[src/core/frs_pkg.sv]
// Constants, types and register map of the field reversal sequencer
package frs_pkg;
  // Clock and timebase
  localparam int CLK_HZ = 20000000;
  localparam int TICK_MS = 10;
  localparam int TICK_CYC = CLK_HZ / 1000 * TICK_MS;
  localparam int BRAKE_MS = 30;
  localparam int BRAKE_CYC = CLK_HZ / 1000 * BRAKE_MS;
  // Widths
  localparam int AW = 4;
  localparam int DW = 16;
  localparam int WW = 10;
  localparam int NWAIT = 5;
  // Register offsets
  localparam logic [AW-1:0] OFS_WAIT0 = 4'h0;
  localparam logic [AW-1:0] OFS_FIELD_MIN = 4'h5;
  localparam logic [AW-1:0] OFS_READY_FACTOR = 4'h6;
  localparam logic [AW-1:0] OFS_MIN_SPEED = 4'h7;
  localparam logic [AW-1:0] OFS_SPEED_SEL = 4'h8;
  localparam logic [AW-1:0] OFS_STATUS = 4'h9;
  // Reset values, wait times in 10 ms units
  localparam logic [WW-1:0] RST_WAIT0 = 10'h12C;
  localparam logic [WW-1:0] RST_WAIT1 = 10'h014;
  localparam logic [WW-1:0] RST_WAIT2 = 10'h00A;
  localparam logic [WW-1:0] RST_WAIT3 = 10'h12C;
  localparam logic [WW-1:0] RST_WAIT4 = 10'h12C;
  localparam logic [WW-1:0] WAIT_MAX = 10'h3E8;
  localparam logic [DW-1:0] RST_FIELD_MIN = 16'h0100;
  localparam logic [7:0] RST_READY_FACTOR = 8'hE6;
  localparam logic [DW-1:0] RST_MIN_SPEED = 16'h0040;
  localparam logic [3:0] RST_SPEED_SEL = 4'h0;
  localparam logic [3:0] SPEED_SEL_EMF = 4'h3;
  // Contactor command codes
  localparam logic [1:0] CMD_NONE = 2'h0;
  localparam logic [1:0] CMD_POS = 2'h1;
  localparam logic [1:0] CMD_NEG = 2'h2;

  typedef enum logic [3:0] {
    ST_IDLE = 4'h0,
    ST_ARM_ZERO = 4'h1,
    ST_FLD_DECAY = 4'h2,
    ST_WAIT_OPEN = 4'h3,
    ST_WAIT_CLOSE = 4'h4,
    ST_WAIT_FENA = 4'h5,
    ST_FLD_RISE = 4'h6,
    ST_WAIT_AENA = 4'h7,
    ST_BRK_RAMP = 4'h8,
    ST_BRK_AZERO = 4'h9,
    ST_BRK_HOLD = 4'hA,
    ST_BRK_STOP = 4'hB,
    ST_BRK_ACK = 4'hC
  } frs_state_t;

  typedef enum logic [1:0] {
    MODE_DIR = 2'h0,
    MODE_BRAKE = 2'h1,
    MODE_RESTORE = 2'h2
  } frs_mode_t;

  typedef struct packed {
    logic braking;
    logic field_neg;
    logic fld_en;
    logic arm_en;
    logic [1:0] cmd;
    frs_mode_t mode;
    frs_state_t state;
  } frs_status_t;
endpackage

[src/core/frs_sequencer.sv]
// Field reversal sequencer: direction reversal and braking by field reversal
`timescale 1ns/100ps
module frs_sequencer
  import frs_pkg::*;
#(
  parameter int TICK_CYCLES = TICK_CYC,
  parameter int BRAKE_CYCLES = BRAKE_CYC
)
(
  // Clock and reset
  input wire logic ref_clk_in,
  input wire logic rst_in,
  // Register port
  input wire logic [AW-1:0] addr_in,
  input wire logic [DW-1:0] wr_data_in,
  input wire logic wr_in,
  input wire logic rd_in,
  output logic [DW-1:0] rd_data_out,
  // Control inputs
  input wire logic direction_select_in,
  input wire logic brake_request_in,
  input wire logic line_contactor_closed_in,
  input wire logic stop_cmd_in,
  input wire logic switch_on_cmd_in,
  // Measured values
  input wire logic armature_current_zero_in,
  input wire logic [DW-1:0] field_current_actual_in,
  input wire logic [DW-1:0] field_current_setpoint_in,
  input wire logic signed [DW-1:0] speed_actual_in,
  // Contactors and firing gates
  output logic [1:0] field_contactor_cmd_out,
  output logic arm_pulse_en_out,
  output logic field_pulse_en_out,
  // Speed path and drive state
  output logic signed [DW-1:0] speed_internal_out,
  output logic ramp_zero_set_out,
  output logic braking_out,
  output logic wait_pulse_enable_state_out,
  output logic braked_stop_state_out
);

  frs_state_t state_q;
  frs_state_t state_d;
  frs_mode_t mode_q;
  frs_mode_t mode_d;
  logic [WW-1:0] wait_time_q [NWAIT];
  logic [DW-1:0] field_min_q;
  logic [7:0] ready_factor_q;
  logic [DW-1:0] min_speed_q;
  logic [3:0] speed_sel_q;
  logic field_neg_q;
  logic [17:0] tick_cnt_q;
  logic tick_q;
  logic [WW-1:0] wait_cnt_q;
  logic wait_load;
  logic [WW-1:0] wait_value;
  logic wait_done;
  logic [19:0] brake_cnt_q;
  logic brake_held_q;
  logic speed_invert;
  logic signed [DW:0] speed_int_wide;
  logic [DW:0] speed_abs;
  logic [23:0] field_ready_level;
  logic field_low;
  logic field_ready;
  frs_status_t status;

  // Configuration registers
  genvar gi;
  generate
    for (gi = 0; gi < NWAIT; gi++)
    begin : g_wait_reg
      localparam logic [AW-1:0] OFS = OFS_WAIT0 + AW'(gi);
      localparam logic [WW-1:0] RST = (gi == 0) ? RST_WAIT0 :
                                     (gi == 1) ? RST_WAIT1 :
                                     (gi == 2) ? RST_WAIT2 :
                                     (gi == 3) ? RST_WAIT3 : RST_WAIT4;
      always_ff @(posedge ref_clk_in or posedge rst_in)
      begin
        if (rst_in)
          wait_time_q[gi] <= RST;
        else if (wr_in && addr_in == OFS)
        begin
          // Clamp to the 10.0 s range
          if (wr_data_in > DW'(WAIT_MAX))
            wait_time_q[gi] <= WAIT_MAX;
          else
            wait_time_q[gi] <= wr_data_in[WW-1:0];
        end
      end
    end
  endgenerate

  always_ff @(posedge ref_clk_in or posedge rst_in)
  begin
    if (rst_in)
    begin
      field_min_q <= RST_FIELD_MIN;
      ready_factor_q <= RST_READY_FACTOR;
      min_speed_q <= RST_MIN_SPEED;
      speed_sel_q <= RST_SPEED_SEL;
    end
    else if (wr_in)
    begin
      case (addr_in)
        OFS_FIELD_MIN: field_min_q <= wr_data_in;
        OFS_READY_FACTOR: ready_factor_q <= wr_data_in[7:0];
        OFS_MIN_SPEED: min_speed_q <= wr_data_in;
        OFS_SPEED_SEL: speed_sel_q <= wr_data_in[3:0];
        default: ;
      endcase
    end
  end

  // Read port, data valid in the cycle after the strobe
  always_comb
  begin
    status.braking = braking_out;
    status.field_neg = field_neg_q;
    status.fld_en = field_pulse_en_out;
    status.arm_en = arm_pulse_en_out;
    status.cmd = field_contactor_cmd_out;
    status.mode = mode_q;
    status.state = state_q;
  end

  always_ff @(posedge ref_clk_in or posedge rst_in)
  begin
    if (rst_in)
      rd_data_out <= 16'h0000;
    else if (rd_in)
    begin
      if (addr_in < OFS_FIELD_MIN)
        rd_data_out <= DW'(wait_time_q[addr_in[2:0]]);
      else
        case (addr_in)
          OFS_FIELD_MIN: rd_data_out <= field_min_q;
          OFS_READY_FACTOR: rd_data_out <= {8'h00, ready_factor_q};
          OFS_MIN_SPEED: rd_data_out <= min_speed_q;
          OFS_SPEED_SEL: rd_data_out <= {12'h000, speed_sel_q};
          OFS_STATUS: rd_data_out <= DW'(status);
          default: rd_data_out <= 16'h0000;
        endcase
    end
    else
      rd_data_out <= 16'h0000;
  end

  // Timebase tick
  always_ff @(posedge ref_clk_in or posedge rst_in)
  begin
    if (rst_in)
    begin
      tick_cnt_q <= 18'h00000;
      tick_q <= 1'b0;
    end
    else if (tick_cnt_q == 18'(TICK_CYCLES - 1))
    begin
      tick_cnt_q <= 18'h00000;
      tick_q <= 1'b1;
    end
    else
    begin
      tick_cnt_q <= tick_cnt_q + 18'h00001;
      tick_q <= 1'b0;
    end
  end

  // Step delay counter
  always_comb
  begin
    wait_load = (state_d != state_q) &&
                (state_d == ST_WAIT_OPEN || state_d == ST_WAIT_CLOSE ||
                 state_d == ST_WAIT_FENA || state_d == ST_WAIT_AENA);
    case (state_d)
      ST_WAIT_OPEN: wait_value = wait_time_q[0];
      ST_WAIT_CLOSE: wait_value = wait_time_q[1];
      ST_WAIT_FENA: wait_value = wait_time_q[2];
      default: wait_value = (mode_d == MODE_RESTORE) ? wait_time_q[4] : wait_time_q[3];
    endcase
  end

  always_ff @(posedge ref_clk_in or posedge rst_in)
  begin
    if (rst_in)
      wait_cnt_q <= 10'h000;
    else if (wait_load)
      wait_cnt_q <= (wait_value == 10'h000) ? 10'h000 : wait_value + 10'h001;
    else if (tick_q && wait_cnt_q != 10'h000)
      wait_cnt_q <= wait_cnt_q - 10'h001;
  end

  assign wait_done = (wait_cnt_q == 10'h000);

  // Braking button qualification
  always_ff @(posedge ref_clk_in or posedge rst_in)
  begin
    if (rst_in)
    begin
      brake_cnt_q <= 20'h00000;
      brake_held_q <= 1'b0;
    end
    else if (!brake_request_in || !line_contactor_closed_in)
    begin
      brake_cnt_q <= 20'h00000;
      brake_held_q <= 1'b0;
    end
    else if (brake_cnt_q == 20'(BRAKE_CYCLES - 1))
      brake_held_q <= 1'b1;
    else
      brake_cnt_q <= brake_cnt_q + 20'h00001;
  end

  // Current and speed comparisons
  assign field_low = field_current_actual_in < field_min_q;
  assign field_ready_level = field_current_setpoint_in * ready_factor_q;
  assign field_ready = {field_current_actual_in, 8'h00} > field_ready_level;
  assign speed_invert = field_neg_q && (speed_sel_q != SPEED_SEL_EMF);
  assign speed_int_wide = speed_invert ? -(DW+1)'(speed_actual_in) : (DW+1)'(speed_actual_in);
  assign speed_abs = speed_int_wide[DW] ? (DW+1)'(-speed_int_wide) : speed_int_wide;

  // Sequencer
  always_comb
  begin
    state_d = state_q;
    mode_d = mode_q;
    case (state_q)
      ST_IDLE:
      begin
        if (brake_held_q && line_contactor_closed_in)
        begin
          state_d = ST_ARM_ZERO;
          mode_d = MODE_BRAKE;
        end
        else if (!brake_held_q && direction_select_in != field_neg_q)
        begin
          state_d = ST_ARM_ZERO;
          mode_d = MODE_DIR;
        end
      end
      ST_ARM_ZERO:
        if (armature_current_zero_in)
          state_d = ST_FLD_DECAY;
      ST_FLD_DECAY:
        if (field_low)
          state_d = ST_WAIT_OPEN;
      ST_WAIT_OPEN:
        if (wait_done)
          state_d = ST_WAIT_CLOSE;
      ST_WAIT_CLOSE:
        if (wait_done)
          state_d = ST_WAIT_FENA;
      ST_WAIT_FENA:
        if (wait_done)
          state_d = ST_FLD_RISE;
      ST_FLD_RISE:
        if (field_ready)
          state_d = ST_WAIT_AENA;
      ST_WAIT_AENA:
        if (wait_done)
        begin
          case (mode_q)
            MODE_BRAKE: state_d = ST_BRK_RAMP;
            MODE_RESTORE: state_d = ST_BRK_STOP;
            default: state_d = ST_IDLE;
          endcase
        end
      ST_BRK_RAMP:
        if (speed_abs < {1'b0, min_speed_q})
          state_d = ST_BRK_AZERO;
      ST_BRK_AZERO:
        if (armature_current_zero_in)
          state_d = ST_BRK_HOLD;
      ST_BRK_HOLD:
        if (!brake_request_in)
        begin
          if (direction_select_in != field_neg_q)
          begin
            state_d = ST_ARM_ZERO;
            mode_d = MODE_RESTORE;
          end
          else
            state_d = ST_BRK_STOP;
        end
      ST_BRK_STOP:
        if (stop_cmd_in)
          state_d = ST_BRK_ACK;
      ST_BRK_ACK:
        if (switch_on_cmd_in)
        begin
          state_d = ST_IDLE;
          mode_d = MODE_DIR;
        end
      default:
        state_d = ST_IDLE;
    endcase
  end

  always_ff @(posedge ref_clk_in or posedge rst_in)
  begin
    if (rst_in)
    begin
      state_q <= ST_IDLE;
      mode_q <= MODE_DIR;
    end
    else
    begin
      state_q <= state_d;
      mode_q <= mode_d;
    end
  end

  // Field direction and contactor commands
  always_ff @(posedge ref_clk_in or posedge rst_in)
  begin
    if (rst_in)
    begin
      field_neg_q <= 1'b0;
      field_contactor_cmd_out <= CMD_POS;
    end
    else if (state_q == ST_WAIT_OPEN && state_d == ST_WAIT_CLOSE)
      field_contactor_cmd_out <= CMD_NONE;
    else if (state_q == ST_WAIT_CLOSE && state_d == ST_WAIT_FENA)
    begin
      field_neg_q <= ~field_neg_q;
      field_contactor_cmd_out <= field_neg_q ? CMD_POS : CMD_NEG;
    end
  end

  // Firing gates and drive states
  always_ff @(posedge ref_clk_in or posedge rst_in)
  begin
    if (rst_in)
    begin
      arm_pulse_en_out <= 1'b1;
      field_pulse_en_out <= 1'b1;
      ramp_zero_set_out <= 1'b0;
      wait_pulse_enable_state_out <= 1'b0;
      braked_stop_state_out <= 1'b0;
    end
    else
    begin
      arm_pulse_en_out <= (state_d == ST_IDLE || state_d == ST_BRK_RAMP ||
                           (state_d == ST_ARM_ZERO && mode_d != MODE_RESTORE) ||
                           state_d == ST_BRK_AZERO);
      field_pulse_en_out <= !(state_d == ST_FLD_DECAY || state_d == ST_WAIT_OPEN ||
                              state_d == ST_WAIT_CLOSE ||
                              state_d == ST_WAIT_FENA);
      ramp_zero_set_out <= (state_d == ST_BRK_RAMP);
      wait_pulse_enable_state_out <= (mode_d != MODE_RESTORE) &&
                                     (state_d >= ST_FLD_DECAY) &&
                                     (state_d <= ST_WAIT_AENA);
      braked_stop_state_out <= (state_d >= ST_BRK_HOLD) ||
                               (mode_d == MODE_RESTORE && state_d != ST_IDLE);
    end
  end

  // Internal speed actual value
  always_ff @(posedge ref_clk_in or posedge rst_in)
  begin
    if (rst_in)
    begin
      speed_internal_out <= 16'sh0000;
      braking_out <= 1'b0;
    end
    else
    begin
      speed_internal_out <= speed_int_wide[DW-1:0];
      braking_out <= (mode_q == MODE_BRAKE) && speed_int_wide[DW] &&
                     (state_q == ST_WAIT_AENA || state_q == ST_BRK_RAMP);
    end
  end

endmodule // frs_sequencer

[config.mk]
export PLATFORM = sky130hd
export DESIGN_NAME = frs_sequencer
export DESIGN_NICKNAME = d
export VERILOG_FILES = /design/src/core/frs_pkg.sv /design/src/core/frs_sequencer.sv
export SDC_FILE = /design/constraint.sdc
export NUM_CORES = 1
export LEC_CHECK = 0
export ABC_AREA = 0
export BUFFER_PORTS_ARGS = -buffer_cell sky130_fd_sc_hd__buf_2
export CORE_ASPECT_RATIO = 1.2
export CORE_MARGIN = 10
export CORE_UTILIZATION = 35
export DETAILED_ROUTE_END_ITERATION = 7
export PLACE_DENSITY = 0.53
export SLEW_MARGIN = 20
export SYNTH_ARGS = -nofsm -noshare
export SYNTH_HDL_FRONTEND = slang
export SYNTH_SLANG_ARGS = --single-unit
[constraint.sdc]
create_clock -name ref_clk_in -period 8.8 [get_ports ref_clk_in]
set_input_delay 0.44 -clock ref_clk_in [delete_from_list [all_inputs] [get_ports ref_clk_in]]
set_output_delay 0.44 -clock ref_clk_in [all_outputs]
set_load 0.03 [all_outputs]
==> qor.yml <==
run_status:
  outcome: "complete, no violations"
clock_tree:
  path_clk_slew_ns: 0.07
  insertion_delay_ns: 0.46
  cts_tree: "done"
  cts_root_buf: "clkbuf_16"
  htreeDepth: 4
  cts.sinks: 191
  cts_buffers: 17
  cts_buffer_depth: 2
die:
  dieArea_um2: 51600
  fp.coreArea_um2: 42600
  ios: 118
  start_util_pct: 35.3
  die_w_um: 209
  placementRows: 83
  die_y_um: 247
placed_design:
  dp.cells: 2274
  place_congestion: 0.874
  io_buffers: 117
  hpwl_um: 35200
timing:
  clock-skew-final_ns: 0.0126
  whs_ns: 0.163
  setup_violations: 0
  tightest_slew_ns: 1.09
  period_minus_slack_ns: 8.42
  slew_headroom_pct: 27.1
  drv_slew: 0
  fmax_ghz: 0.119
  hold_viol: 0
  fin_crit_sh_pct: 95.7
yosys:
  synth_top_cell_area_share_pct: 27.5
  yosys.area.top_type: "dfrtp_1"
  synth_top_flop_cell: "dfrtp_1"
  syn_inst: 1634
  async_flop_share_pct: 100
  syn_area_per_cell_um2: 9.19
  synth_seq_area_share_pct: 32.1
  synth_nets: 1894
  syn-cell-area_um2: 15000
  synth_edf_count: 0
  synth-warning-count: 0
  synth_most_common_cell: "nand2_1"
  synthTopCellsByCount: "nand2_1, dfrtp_1, inv_1"
  synth_seq_cells: 191
  synth_area_leaders: "dfrtp_1, fa_1, ha_1"
  synth_cell_types: 87
global_routing:
  grt_pass1_vias: 12900
  use_met2_pct: 30.0
  grt_pass1_wl_um: 72600
  top_usage_layer: "met2"
  grt_overflow: 0
  grt_max_degree: 124
  met1_usage_pct: 21.8
  antenna_found_initial: 4
  gr-usage-all-layers_pct: 17.7
  grt_use_met3_pct: 2.94
power_and_ir_drop:
  p_leak_nw: 7.83
  powerDensity_nw_per_um2: 370
  p_clk_share_pct: 12.5
  vdd_drop_max_uv: 184
  p_comb_share_pct: 68.6
  totalPowerFinal_mw: 6.38
  power_switching_share_pct: 48.0
  p_sw_mw: 3.06
  p_seq_share_pct: 18.9
  p_int_mw: 3.32
drt:
  vias: 12400
  drc: 0
  drtPass1Iterations: 5
  wl_per_cell_um: 19.5
  wl_um: 45300
  viasPerCell: 5.33
  drt_iter0_markers: 645
  drtAntennaViolNets: 0
setup_path:
  cpMostUsedCell: "fa_1"
  crit_buf_inv: 6
  path_class: "register to register"
  reg2reg_setup_slack_ns: 0.38
  startpoint_type: "register"
  cp_slowest_stage_delay_ns: 0.60
  arrival_ns: 8.77
  end_kind: "register"
  cp_max_fo: 8
  crit_required_ns: 9.15
  cpMaxStageDelayCell: "dfstp_2"
  cpLargestDelayFamily: "adder cells"
flow_run:
  max_cap_viol_count: 0
layout:
  drive_above_1_share_pct: 17.1
  syn2layout_area_growth_pct: 14.7
  fin_cells: 2320
  fin_nets: 2014
  num-fill-cells: 4330
hold_path:
  hp-class: "input port to async pin"
==> metal layers <==
metal	wire, µm	up-vias
li1	-	5852
met4	1570	6
met3	1990	77
met1	19300	6116
met2	22400	318
met5	41	-
==> cell usage in the layout, fill, tap and decap left out, types with 12 or more instances in the layout <==
cell	count
and3_1	13
buf_2	117
xor2_1	39
dfstp_2	26
nand2b_1	21
clkbuf_16	17
mux2i_1	18
o21ai_0	112
buf_4	29
or3_1	12
and2_1	100
a21oi_1	59
o22a_1	20
mux2_2	16
nand3_1	46
nor2_1	112
inv_1	162
fa_1	82
nor3_1	29
dfrtp_1	163
a22oi_1	17
nand2_1	168
ha_1	92
xnor2_1	47
nand4_1	14
==> final cells by class <==
type,count,area [µm²],area share (%)
clock inverter,12,126,0.734
multi-input combinational,1224,9560,55.5
antenna,1,2.50,0.0145
tap,552,691,4.01
clock buffer,20,467,2.71
timing repair buffer,154,932,5.41
inverter,166,631,3.66
sequential,191,4810,27.9
==> state kept, by name (all words and copies together) (netlist names), 2 cells and up <==
signal                   cells
rd_data_out                 16
brake_cnt_q                 20
ready_factor_q               8
tick_cnt_q                  18
field_contactor_cmd_out      2
field_min_q                 16
wait_cnt_q                  10
mode_q                       2
wait_time_q                 50
state_q                      4
min_speed_q                 16
speed_sel_q                  4
speed_internal_out          16
==> repair_timing <==
| action | in CTS | in global routing |
|---|---|---|
| hold buffers | 0 | 0 |
| endpoints found under the setup margin | 7 | 9 |
| pin swaps | 5 | 36 |
| resized for setup | 9 | 47 |
| setup buffers | 4 | 9 |
| gates cloned | 0 | 0 |
==> metrics by stage <==
stage | util [%] | instance area, µm² | setup slack, ns | setup TNS [ns]
after floorplan | - | 15000 | 0.0537 | 0
after global placement | 38.2 | 16300 | -0.0157 | -0.0309
after detailed placement | 38.2 | 16300 | -0.189 | -0.823
after CTS | 39.8 | 17000 | 0.0144 | 0
after global routing | 40.5 | 17200 | -0.0508 | -0.203
final | 40.5 | 17200 | 0.381 | 0
==> cells by family after synthesis <==
family	count (synthesis)	synth area share, %
AND/OR/NAND/NOR	578	19.4
AO/OA/AOI/OAI	332	14.6
buffers and inverters	219	5.53
flip-flops	191	32.1
adder cells (fa/ha/maj)	182	19.4
XOR/XNOR	86	5.02
multiplexers	46	4.05
==> worst paths after layout <==
kind / start / to / cells past startpoint
hold reg to reg: tick_cnt_q[0]$_DFF_PP0_ / tick_cnt_q[0]$_DFF_PP0_ / 1
setup reg to reg: ready_factor_q[2]$_DFFE_PP1P_ / wait_cnt_q[6]$_DFFE_PP0P_ / 33
min in group ref_clk_in: speed_actual_in[0] / speed_internal_out[0]$_DFF_PP0_ / 1
setup / recovery: ready_factor_q[2]$_DFFE_PP1P_ / wait_cnt_q[6]$_DFFE_PP0P_ / 33
hold / removal: rst_in / rd_data_out[4]$_DFF_PP0_ / 2
max in group asynchronous: rst_in / field_min_q[5]$_DFFE_PP0P_ / 3
==> power by group through the flow <==
stage	clock network [mW]	logic (mW)	registers (mW)
after floorplan	0	2.98	1.22
after global placement	0	4.00	1.21
after detailed placement	0	4.04	1.21
after CTS	0.817	4.16	1.20
after global routing	0.850	4.97	1.22
final	0.796	4.38	1.20
Note: power is estimated with default switching activity, not from simulation.
